--- src/hdl/sfc_params.svh ---
// Purpose: constants for the serial flash command and status link
// Assumes: 8-bit opcodes, 24-bit addresses
// Notes: included by both ends
`ifndef SFC_PARAMS_SVH
`define SFC_PARAMS_SVH
`define SFC_OP_WRITE_STATUS   8'h01
`define SFC_OP_PROGRAM        8'h02
`define SFC_OP_READ           8'h03
`define SFC_OP_WRITE_DISABLE  8'h04
`define SFC_OP_READ_STATUS    8'h05
`define SFC_OP_WRITE_ENABLE   8'h06
`define SFC_OP_SECTOR_ERASE   8'h20
`define SFC_OP_ENABLE_STATUS  8'h50
`define SFC_OP_BLOCK_ERASE    8'h52
`define SFC_OP_CHIP_ERASE     8'h60
`define SFC_OP_READ_ID        8'h90
`define SFC_OP_READ_ID_ALT    8'hAB
`define SFC_OP_AUTO_PROGRAM   8'hAF
`define SFC_BIT_BUSY          0
`define SFC_BIT_WEL           1
`define SFC_BIT_PL_LO         2
`define SFC_BIT_PL_HI         3
`define SFC_BIT_AAI           6
`define SFC_BIT_LOCK          7
`define SFC_STATUS_RESET      8'h0C
`define SFC_QUARTER_BASE      24'h0C0000
`define SFC_HALF_BASE         24'h080000
`define SFC_TOP_ADDR          24'h0FFFFF
`define SFC_BUSY_CYCLES       16'h0040
`define SFC_SCK_HALF_DIV      8'h04
`define SFC_REG_CTRL          4'h0
`define SFC_REG_TXW           4'h4
`define SFC_REG_STAT          4'h8
`define SFC_REG_RXW           4'hC
`endif

--- src/hdl/sfc_pkg.sv ---
// Purpose: shared types of the serial flash command link
// Assumes: constants come from sfc_params.svh
// Notes: types only
package sfc_pkg;
  typedef enum logic [3:0] {
    SFC_IDLE = 4'b0001,
    SFC_CMD  = 4'b0010,
    SFC_ARG  = 4'b0100,
    SFC_OUT  = 4'b1000
  } sfc_phase_e;
  typedef logic [7:0] sfc_byte_t;
endpackage

--- src/hdl/sfc_link_if.sv ---
// Purpose: spi pins between controller and flash device
// Assumes: serial output is a tri-state pin resolved here
// Notes: one modport per end
`timescale 1ns/1ps
interface sfc_link_if;
  logic cs_n;
  logic sck;
  logic si;
  logic so_out;
  logic so_oe;
  logic wp_n;
  logic so;
  assign so = so_oe ? so_out : 1'b1;
  modport device (input cs_n, input sck, input si, input wp_n, output so_out, output so_oe);
  modport host (output cs_n, output sck, output si, output wp_n, input so);
endinterface

--- src/hdl/sfc_sync.sv ---
// Purpose: two-flop synchroniser for a bus of pins
// Assumes: inputs asynchronous to core_clk
// Notes: frozen while clk_en is low
`timescale 1ns/1ps
module sfc_sync #(
  parameter int W = 4
) (
  input  wire logic         core_clk,
  input  wire logic         rst_n,
  input  wire logic         clk_en,
  input  wire logic [W-1:0] d,
  input  wire logic [W-1:0] init,
  output logic      [W-1:0] q
);
  logic [W-1:0] meta;
  logic [W-1:0] q_x;
  // flops hold pins xor idle level, so reset reads as idle
  always_ff @(posedge core_clk or negedge rst_n) begin
    if (!rst_n) begin
      meta <= '0;
      q_x  <= '0;
    end else if (clk_en) begin
      meta <= d ^ init;
      q_x  <= meta;
    end
  end
  assign q = q_x ^ init;
endmodule

--- src/hdl/sfc_device.sv ---
// Purpose: flash end: opcode decoder and status byte
// Assumes: pins sampled by core_clk via two flops
// Notes: array itself absent; busy is a timed stand-in
// Behaviour
// - bit 0 busy during program or erase
// - bit 1 latch; program/erase needs it
// - latch clears on disable and on accepting program/erase; auto-program clears it only at the top address
// - protect level bits 2,3, reset ones
// - bits 4,5 read zero
// - bit 6 shows auto-increment mode
// - lock with wp low freezes protect bits
// - wp high makes lock irrelevant
// - protect levels map to array regions
// - chip erase only when unprotected
// - only status reads while busy
// - host sends write enable first
// - falling select starts; bytes on rising sck
// - execution starts on select release
// - early release aborts instruction
// - read, status, id opcodes and output
// - erase opcodes, output stays off
// - program opcodes with address, data
// - enable-status and write-status opcodes
// - all bytes msb first
// - write status only right after enable
// - sample rising, drive after falling
//
// Decided for this implementation: the register offsets and the AXI4-Lite interface to the registers.
`include "sfc_params.svh"
`timescale 1ns/1ps
module sfc_device
  import sfc_pkg::*;
#(
  parameter logic [7:0] MAKER_ID  = 8'h5A,
  parameter logic [7:0] PART_ID   = 8'h3C,
  parameter int         BUSY_CYCLES = `SFC_BUSY_CYCLES
) (
  input  wire logic core_clk,
  input  wire logic rst_n,
  input  wire logic clk_en,
  sfc_link_if.device link,
  output logic      array_busy,
  output logic [7:0] status_view
);
  // maker and part id values are arbitrary
  logic [2:0] pins;
  logic       cs_s, sck_s, si_s, sck_d, cs_d;
  logic       wp_s;
  logic       sck_rise, sck_fall, cs_fall, cs_rise;
  sfc_phase_e phase;
  logic [7:0] shreg, opcode, txreg;
  logic [2:0] bitcnt;
  logic [2:0] bytecnt;
  logic       byte_done;
  logic [23:0] addr;
  logic [7:0] wdata;
  logic       write_enable_latch, busy, auto_increment_program, pl_lo, pl_hi, lock, ews_armed, ews_prev;
  logic [15:0] busy_cnt;
  logic [7:0] status;
  logic       protected_hit;
  logic       armed_now;

  sfc_sync #(.W(4)) u_sync (
    .core_clk (core_clk),
    .rst_n    (rst_n),
    .clk_en   (clk_en),
    .d        ({link.cs_n, link.sck, link.si, link.wp_n}),
    .init     (4'h8),
    .q        ({cs_s, sck_s, si_s, wp_s})
  );
  assign pins = {cs_s, sck_s, si_s};

  always_ff @(posedge core_clk or negedge rst_n) begin
    if (!rst_n) begin
      sck_d <= 1'b0;
      cs_d  <= 1'b1;
    end else if (clk_en) begin
      sck_d <= pins[1];
      cs_d  <= pins[2];
    end
  end
  assign sck_rise  = !cs_s && sck_s && !sck_d;
  assign sck_fall  = !cs_s && !sck_s && sck_d;
  assign cs_fall   = cs_d && !cs_s;
  assign cs_rise   = !cs_d && cs_s;
  assign byte_done = sck_rise && (bitcnt == 3'h7);

  assign status = {lock, auto_increment_program, 2'b00, pl_hi, pl_lo, write_enable_latch, busy};

  always_comb begin
    case ({pl_hi, pl_lo})
      2'b01:   protected_hit = (addr >= `SFC_QUARTER_BASE);
      2'b10:   protected_hit = (addr >= `SFC_HALF_BASE);
      2'b11:   protected_hit = 1'b1;
      default: protected_hit = 1'b0;
    endcase
  end

  // serial receive and phase tracking
  always_ff @(posedge core_clk or negedge rst_n) begin
    if (!rst_n) begin
      phase   <= SFC_IDLE;
      shreg   <= 8'h00;
      opcode  <= 8'h00;
      bitcnt  <= 3'h0;
      bytecnt <= 3'h0;
      addr    <= 24'h000000;
      wdata   <= 8'h00;
    end else if (clk_en) begin
      if (cs_fall) begin
        phase   <= SFC_CMD;
        bitcnt  <= 3'h0;
        bytecnt <= 3'h0;
      end else if (cs_s) begin
        phase <= SFC_IDLE;
      end else if (sck_rise) begin
        shreg  <= {shreg[6:0], pins[0]};
        bitcnt <= bitcnt + 3'h1;
        if (byte_done) begin
          if (bytecnt != 3'h7)
            bytecnt <= bytecnt + 3'h1;
          case (phase)
            SFC_CMD: begin
              opcode <= {shreg[6:0], pins[0]};
              phase  <= SFC_ARG;
            end
            SFC_ARG: begin
              if (bytecnt <= 3'h3 && bytecnt != 3'h0)
                addr <= {addr[15:0], shreg[6:0], pins[0]};
              if ((bytecnt == 3'h4) || (opcode == `SFC_OP_WRITE_STATUS && bytecnt == 3'h1))
                wdata <= {shreg[6:0], pins[0]};
            end
            default: phase <= phase;
          endcase
        end
      end
    end
  end

  assign armed_now = ews_prev && (opcode == `SFC_OP_WRITE_STATUS) && (bytecnt == 3'h2);

  // instruction execution at select release
  always_ff @(posedge core_clk or negedge rst_n) begin
    if (!rst_n) begin
      write_enable_latch       <= 1'b0;
      busy      <= 1'b0;
      auto_increment_program       <= 1'b0;
      pl_lo     <= 1'b1;
      pl_hi     <= 1'b1;
      lock      <= 1'b0;
      busy_cnt  <= 16'h0000;
      ews_armed <= 1'b0;
      ews_prev  <= 1'b0;
    end else if (clk_en) begin
      if (busy) begin
        if (busy_cnt == 16'h0001)
          busy <= 1'b0;
        busy_cnt <= busy_cnt - 16'h0001;
      end
      if (cs_fall) begin
        ews_prev  <= ews_armed;
        ews_armed <= 1'b0;
      end
      // early release leaves bitcnt nonzero: aborted
      if (cs_rise && phase == SFC_ARG && bitcnt == 3'h0 && !busy) begin
        case (opcode)
          `SFC_OP_WRITE_ENABLE:  if (bytecnt == 3'h1) write_enable_latch <= 1'b1;
          `SFC_OP_WRITE_DISABLE: if (bytecnt == 3'h1) begin
            write_enable_latch <= 1'b0;
            auto_increment_program <= 1'b0;
          end
          `SFC_OP_ENABLE_STATUS: if (bytecnt == 3'h1) ews_armed <= 1'b1;
          `SFC_OP_WRITE_STATUS: if (armed_now && (wp_s || !lock)) begin
            pl_lo <= wdata[`SFC_BIT_PL_LO];
            pl_hi <= wdata[`SFC_BIT_PL_HI];
            lock  <= wdata[`SFC_BIT_LOCK];
          end
          `SFC_OP_CHIP_ERASE: if (bytecnt == 3'h1 && write_enable_latch) begin
            write_enable_latch <= 1'b0;
            if (!pl_hi && !pl_lo) begin
              busy     <= 1'b1;
              busy_cnt <= 16'(BUSY_CYCLES);
            end
          end
          `SFC_OP_SECTOR_ERASE, `SFC_OP_BLOCK_ERASE: if (bytecnt == 3'h4 && write_enable_latch) begin
            write_enable_latch <= 1'b0;
            if (!protected_hit) begin
              busy     <= 1'b1;
              busy_cnt <= 16'(BUSY_CYCLES);
            end
          end
          `SFC_OP_PROGRAM: if (bytecnt == 3'h5 && write_enable_latch) begin
            write_enable_latch <= 1'b0;
            if (!protected_hit) begin
              busy     <= 1'b1;
              busy_cnt <= 16'(BUSY_CYCLES);
            end
          end
          `SFC_OP_AUTO_PROGRAM: if (bytecnt == 3'h5 && write_enable_latch && !protected_hit) begin
            auto_increment_program      <= 1'b1;
            busy     <= 1'b1;
            busy_cnt <= 16'(BUSY_CYCLES);
            if (addr == `SFC_TOP_ADDR) begin
              write_enable_latch <= 1'b0;
              auto_increment_program <= 1'b0;
            end
          end
          default: write_enable_latch <= write_enable_latch;
        endcase
      end
    end
  end

  // serial output after falling sck
  always_ff @(posedge core_clk or negedge rst_n) begin
    if (!rst_n) begin
      txreg       <= 8'h00;
      link.so_out <= 1'b0;
      link.so_oe  <= 1'b0;
    end else if (clk_en) begin
      if (cs_s) begin
        link.so_oe <= 1'b0;
      end else if (byte_done) begin
        if ((phase == SFC_CMD && {shreg[6:0], pins[0]} == `SFC_OP_READ_STATUS)
            || (phase == SFC_ARG && opcode == `SFC_OP_READ_STATUS)) begin
          txreg <= status;
          link.so_oe <= 1'b1;
        end else if (phase == SFC_ARG && bytecnt == 3'h3 && !busy
                     && (opcode == `SFC_OP_READ_ID || opcode == `SFC_OP_READ_ID_ALT)) begin
          txreg <= pins[0] ? PART_ID : MAKER_ID;  // id address bit 0 picks
          link.so_oe <= 1'b1;
        end else if (phase == SFC_ARG && bytecnt == 3'h3 && !busy && opcode == `SFC_OP_READ) begin
          txreg <= 8'hFF;  // erased array stand-in
          link.so_oe <= 1'b1;
        end
      end else if (sck_fall && link.so_oe) begin
        link.so_out <= txreg[7];
        txreg       <= {txreg[6:0], txreg[7]};
      end
    end
  end

  always_ff @(posedge core_clk or negedge rst_n) begin
    if (!rst_n) begin
      array_busy  <= 1'b0;
      status_view <= `SFC_STATUS_RESET;
    end else if (clk_en) begin
      array_busy  <= busy;
      status_view <= status;
    end
  end
endmodule

--- src/flat_wrapper.sv ---
// flat-port wrapper written by rule: the top's interface ports become plain ports
module sfc_device_flat import sfc_pkg::*;
#(
  parameter logic [7:0] MAKER_ID  = 8'h5A,
  parameter logic [7:0] PART_ID   = 8'h3C,
  parameter int         BUSY_CYCLES = `SFC_BUSY_CYCLES
)
  (core_clk, rst_n, clk_en, array_busy, status_view, link_cs_n, link_sck, link_si, link_wp_n, link_so_out, link_so_oe);
  sfc_link_if link_i ();
  input  wire logic core_clk;
  input  wire logic rst_n;
  input  wire logic clk_en;
  output logic array_busy;
  output logic [7:0] status_view;
  input wire logic [$bits(link_i.cs_n)-1:0] link_cs_n;
  input wire logic [$bits(link_i.sck)-1:0] link_sck;
  input wire logic [$bits(link_i.si)-1:0] link_si;
  input wire logic [$bits(link_i.wp_n)-1:0] link_wp_n;
  output wire logic [$bits(link_i.so_out)-1:0] link_so_out;
  output wire logic [$bits(link_i.so_oe)-1:0] link_so_oe;
  assign link_i.cs_n = link_cs_n;
  assign link_i.sck = link_sck;
  assign link_i.si = link_si;
  assign link_i.wp_n = link_wp_n;
  assign link_so_out = link_i.so_out;
  assign link_so_oe = link_i.so_oe;
  sfc_device #(.MAKER_ID(MAKER_ID), .PART_ID(PART_ID), .BUSY_CYCLES(BUSY_CYCLES)) u_core (.core_clk(core_clk), .rst_n(rst_n), .clk_en(clk_en), .link(link_i), .array_busy(array_busy), .status_view(status_view));
endmodule
--- config.mk ---
export PLATFORM = sky130hd
export DESIGN_NAME = sfc_device_flat
export DESIGN_NICKNAME = d
export VERILOG_FILES = /design/src/hdl/sfc_pkg.sv /design/src/hdl/sfc_link_if.sv /design/src/hdl/sfc_sync.sv /design/src/hdl/sfc_device.sv /design/src/flat_wrapper.sv
export VERILOG_INCLUDE_DIRS = /design/src /design/src/hdl
export SDC_FILE = /design/constraint.sdc
export NUM_CORES = 1
export LEC_CHECK = 0
export BUFFER_PORTS_ARGS = -buffer_cell sky130_fd_sc_hd__buf_2
export CAP_MARGIN = 5
export CORE_MARGIN = 2
export CORE_UTILIZATION = 56
export CTS_CLUSTER_SIZE = 16
export DETAILED_ROUTE_END_ITERATION = 10
export PLACE_DENSITY = 0.81
export RECOVER_POWER = 100
export SYNTH_ARGS = -nofsm -noshare
export SYNTH_HDL_FRONTEND = slang
export SYNTH_SLANG_ARGS = --single-unit
--- constraint.sdc ---
create_clock -name core_clk -period 5.2 [get_ports core_clk]
set_input_delay 0 -clock core_clk [delete_from_list [all_inputs] [get_ports core_clk]]
set_output_delay 0 -clock core_clk [all_outputs]
set_load 0.03 [all_outputs]
== After elaboration in Yosys (flattened, before gate mapping) ==
Cells that the tools add are included.
W data, S select, Z words.

* Register bits: 108
* Latch bits: 0
* Bits in writable memories: 0
* Bits in read-only memories: 0
* Input port bits: 7
* Output and inout port bits: 11
* Word-level logic and storage cells: 198
* Memories: 0

* Add/sub/neg operators: 3
* $mul: 0
* Divide/modulo/power cells: 0
* Magnitude comparators: 3
* Eq/ne operators: 41
* Shift operators: 0
* Mux-type cells: 59
* Bitwise logic cells: 4
* Reductions and logical operators: 63

{| class="wikitable"
|+ Operators with widths
! kind !! number
|-
| $mux W16 || 8
|-
| $pmux W16 S4 || 1
|-
| $ge A24 B20 Y1 const B || 2
|-
| $mux W8 || 5
|-
| $eq A8 B3 Y1 const B || 4
|-
| $logic_and A1 B1 Y1 || 27
|-
| $mux W1 || 27
|-
| $eq A24 B20 Y1 const B || 1
|-
| $eq A8 B7 Y1 const B || 3
|-
| $eq A8 B8 Y1 const B || 3
|-
| $mux W3 || 8
|-
| $mux W4 || 5
|-
| $reduce_and A4 Y1 || 5
|-
| $eq A16 B1 Y1 const B || 1
|-
| $eq A8 B2 Y1 const B || 2
|-
| $ne A2 B1 Y1 const B || 8
|-
| $sub A16 B1 Y16 const B || 1
|-
| $reduce_and A7 Y1 || 2
|-
| $reduce_bool A2 Y1 || 6
|-
| $reduce_and A10 Y1 || 1
|-
| $reduce_and A5 Y1 || 2
|-
| $eq A3 B3 Y1 const B || 3
|-
| $ne A3 B1 Y1 const B || 3
|-
| $eq A8 B1 Y1 const B || 1
|-
| other kinds (27) || 44
|}

== Longest topological paths before layout ==
* Depth after elaboration: 9
* Gate-level depth with buffers: 8
* Depth with buffers taken out: 7

== By module ==
A second synthesis with hierarchy kept.

* Cells, all modules: 444
* Area, all modules: 5067.4 um^2

{| class="wikitable"
|+ By module, submodules not included
! module !! instances !! cells each !! area each (um^2) !! sequential area each (um^2)
|-
| sfc_device || 1 || 415 || 4698.3 || 2334.7
|-
| sfc_sync || 1 || 29 || 369.1 || 200.2
|}

== Worst setup path after synthesis ==
OpenSTA, ideal clock, no wires.

* Path kind: reg-to-reg
* Start point: reg u_core.bitcnt[1]
* End point: reg u_core.addr[10]
* Library setup time: 128 ps
* Data arrival time: 2018 ps
* Data required time: 5072 ps
* Slack: 3055 ps
* Cell stages (with the launch flop): 9
* Path buffers: 2
* Clock period less this slack: 2145 ps
* Path through: dfrtp_1 ha_1 ha_1 nand3_2 nor4_2 o221a_2 buf_2 buf_4 mux2_1

* Cells in the longest elaborated chain, start to end: 3

{| class="wikitable"
|+ Ends and longest elaborated chain
! what !! RTL line !! RTL
|-
| from (decl) || sfc_device.sv:52 || <nowiki>logic [2:0] bitcnt;</nowiki>
|-
| from (signal assigned) || sfc_device.sv:118 || <nowiki>bitcnt <= bitcnt + 3'h1;</nowiki>
|-
| $eq A3 B3 Y1 || sfc_device.sv:86 || <nowiki>assign byte_done = sck_rise && (bitcnt == 3'h7);</nowiki>
|-
| $logic_and A1 B1 Y1 || sfc_device.sv:86 ||
|-
| $reduce_and A7 Y1 (no source line) || n/a ||
|-
| to (signal assigned) || sfc_device.sv:129 || <nowiki>addr <= {addr[15:0], shreg[6:0], pins[0]};</nowiki>
|-
| to (decl) || sfc_device.sv:55 || <nowiki>logic [23:0] addr;</nowiki>
|}

No other way between the ends.
A chain may end at the register's enable or synchronous reset.

== Final worst setup path ==
* Start point: reg u_core.bitcnt[1]
* End point: reg u_core.opcode[7]

* Cells in the longest elaborated chain, start to end: 3

{| class="wikitable"
|+ Ends and longest elaborated chain
! what !! RTL line !! RTL
|-
| $eq A3 B3 Y1 || sfc_device.sv:86 ||
|-
| $logic_and A1 B1 Y1 || sfc_device.sv:86 ||
|-
| $reduce_and A6 Y1 (no source line) || n/a ||
|-
| to (signal assigned) || sfc_device.sv:124 || <nowiki>opcode <= {shreg[6:0], pins[0]};</nowiki>
|-
| to (decl) || sfc_device.sv:51 || <nowiki>logic [7:0] shreg, opcode, txreg;</nowiki>
|}

No other way between the ends.

==> flow_summary.toml <==
[logic_synthesis]
yosys.area_share.xor_xnor = 0.0258
yosys.area_share.simple = 0.169
post_synth.cell_area_avg_sq_um = 11.2
yosysSeqAreaShare = 0.497
synth_top_cell_by_area = "dfrtp_1"
synth-main-ff-cell = "dfrtp_1"
synth_mux_area_frac = 0.146
synth-warning-count = 0
synth_area_sq_um = 5100
synth_edf_count = 0
synth_compound_gate_area_share = 0.105
ys_async_sr_fraction = 1.00
synth_top_family_by_area = "simple AND/OR/NAND/NOR gates"
ys_seq_elements = 101
syn-instance-count = 455
synthAdderAreaFrac = 0.0270
synth.distinct_cells = 64
synth_top_area_share = 0.466
ys_top_cells_by_area = "dfrtp_1 (47%), mux2_1 (7.5%), mux2_2 (6.2%), dfstp_2 (3.1%), a21oi_1 (2.9%)"

[layout]
num-nets-final = 490
n_fill_cell = 718
final_common_cell = "dfrtp_1"
instances_no_fill = 585
drive_gt1_frac = 0.128
final_cell_mix = "dfrtp_1 (95), nand2_1 (36), mux2_1 (36)"
antenna_cells = 0
fin_util = 0.617
fin_area_sq_um = 5410
syn_to_final_growth_pct = 6.06

[clock_network]
cts_hold_buf = 5
insertion_delay_ns = 0.37
clock-sinks = 101
cts_tree = "yes"
cts.clk_slew.worst_paths_ns = 0.10
cts_resized = 0
postCtsSetupBuffers = 0
cts-buffers-inserted = 9
htreeDepth = 3
clockBufferDepth = 2
root_buffer = "clkbuf_8"

[sta]
setup_violations = 0
hold_viol = 0
fmax_ghz = 0.295
skew_ns = 0.00845
report.final.slew_viol_count = 131
tightest_slew_ns = 1.90
post-route-period-util = 0.652
rsz0062_at_grt = "no"
finalSetupTns_ns = 0
min_period_ns = 3.39
slew_headroom = -0.283

[setup_path]
endpoint = "u_core.opcode[7]$_DFFE_PN0P_"
rrSetupSlack_ns = 1.81
worst_path_most_repeated_cell = "ha_1"
reg2reg_depth = 5
worstPathRequired_ns = 5.46
worstPathMaxFanout = 15
critPathKind = "flip-flop to flip-flop"
reg2reg_to = "u_core.opcode[7]$_DFFE_PN0P_"
regToRegStartpoint = "u_core.bitcnt[1]$_DFFE_PN0P_"
crit_start = "u_core.bitcnt[1]$_DFFE_PN0P_"
cp-start-kind = "flip-flop"
endpoint_kind = "flip-flop"
cp_slowest_cell = "nor4b_1"
cpPeakStageDelay_ns = 1.67
worstPathArrival_ns = 3.65
path_cells = "ha_1 -> ha_1 -> nand3_1 -> nor4b_1 -> mux2_1"

[floorplan]
die_w_microns = 99.4
io_pins = 18
num_rows = 34
die_area_sq_um = 9880
core_area_sq_um = 8760
start_util = 0.582
die_y_microns = 99.4

[pwr]
p_clk_frac = 0.317
p_sw_frac = 0.294
seq_power_share = 0.552
power-per-cell-area_nw_per_um2 = 300
ir_drop_mv = 0.167
p_leak_nw = 2.46
p_int_w = 0.00114
pwr-share-comb = 0.131
power.switching_w = 0.000476

[global_route]
grt_pass1_wl_microns = 17700
grt_pass1_vias = 3540
grt_overflow = 0
grt_usage = 0.227
grt_max_degree = 71
antenna_found_initial = 0

[run_status]
status = "complete, but fails checks"
violations = "capacitance limit, slew limit"

[detailed_routing]
vias = 3640
routed_wl_microns = 10600
drc = 0
avgRoutedWirePerCell_microns = 18.1
viasPerCell = 6.22
drt_pass1_iterations = 5
drtAntennaViolNets = 0
drt_iter0_markers = 210

[hold_path]
hp-class = "input port to flip-flop"

[flow_run]
max_cap_viol_count = 4

[placed_design]
portBuffers = 15
placed_cells = 564
placed_cell_area_sq_um = 5230
hpwl_microns = 7550
place_congestion = 0.847
-- state kept, by name, indices dropped and copies added, names as in the netlist --
signal                         count
u_core.addr                       24
u_core.auto_increment_program      1
u_core.bitcnt                      3
u_core.busy                        1
u_core.busy_cnt                   16
u_core.bytecnt                     3
u_core.cs_d                        1
u_core.ews_armed                   1
u_core.ews_prev                    1
u_core.link.so_oe                  1
u_core.link.so_out                 1
u_core.lock                        1
u_core.opcode                      8
u_core.phase                       3
u_core.pl_hi                       1
u_core.pl_lo                       1
u_core.sck_d                       1
u_core.shreg                       7
u_core.status_view                 6
u_core.txreg                       8
u_core.u_sync.meta                 4
u_core.u_sync.q_x                  4
u_core.wdata                       3
u_core.write_enable_latch          1
-- how the worst min path moves through the flow --
| stage | from | to | cells past startpoint |
|---|---|---|---|
| 2_1_floorplan | rst_n | u_core.addr[0]$_DFFE_PN0P_ | 0 |
| 3_3_place_gp | rst_n | u_core.u_sync.q_x[3]$_DFFE_PN0P_ | 1 |
| 3_5_place_dp | rst_n | u_core.u_sync.meta[3]$_DFFE_PN0P_ | 1 |
| 4_1_cts | rst_n | u_core.opcode[6]$_DFFE_PN0P_ | 2 |
| 5_1_grt | clk_en | u_core.u_sync.q_x[1]$_DFFE_PN0P_ | 2 |
| 6_report | clk_en | u_core.u_sync.q_x[1]$_DFFE_PN0P_ | 3 |
-- power by group through the flow --
stage | clock [W] | sequential (W) | combinational [W]
after CTS | 0.000524 | 0.000893 | 0.000218
final | 0.000514 | 0.000894 | 0.000213
after floorplan | 0 | 0.000886 | 0.000165
after global placement | 0 | 0.000905 | 0.000206
after detailed placement | 0 | 0.000908 | 0.000216
after global routing | 0.000553 | 0.000902 | 0.000245
-- per-layer routing --
layer,vias to the layer above,global-route usage,part of all wire
li1,1691,-,-
met1,1824,0.316,0.46
met2,113,0.360,0.47
met3,12,0.0492,0.055
met4,0,0.0727,0.014
met5,-,0,0
-- final cells by class --
class,instances,area (sq um),share of cell area
well taps,108,135,0.0250
repair buffers,21,118,0.0218
flip-flops and latches,101,2530,0.469
multi-input cells,323,2350,0.435
clock buffers,9,124,0.0229
inverters,16,60.1,0.0111
clock inverters,7,81.3,0.0150
-- cell families (layout without fill, tap and decap cells) --
logic type / Yosys count / after routing
simple gates: 146 / 146
xor+xnor: 15 / 15
flops: 101 / 101
other cells: 1 / 2
buf+inv: 32 / 53
mux: 65 / 65
compound gates: 84 / 84
fa+ha+maj: 11 / 11
-- worst max-delay path: cells and delay by family (launching register included) --
| family | cells | cell delay [ns] |
|---|---|---|
| fa+ha+maj | 2 | 0.38 |
| flops | 1 | 0.40 |
| mux | 1 | 0.40 |
| simple gates | 2 | 2.09 |
-- stage by stage --
stage | setup slack (ns) | hold WS (ns) | total power (W)
6_report | 1.81 | 0.150 | 0.00162
2_1_floorplan | 3.05 | -0.296 | 0.00105
3_5_place_dp | 2.54 | -0.0390 | 0.00112
3_3_place_gp | 2.64 | -0.0436 | 0.00111
5_1_grt | 1.49 | 0.180 | 0.00170
4_1_cts | 2.52 | 0.102 | 0.00164
-- synthesized netlist by cell type (all sizes together) (7+ instances only) --
master   n
inv     16
mux2    65
nand2   36
clkbuf   8
buf      8
o21ai   22
nor3    12
nand4    8
xnor2   11
a21oi   30
ha      11
nor2    19
nand3   16
nor4    10
nor4b    8
dfrtp   95
nor2b    7
(Power assumes the default switching activity.)
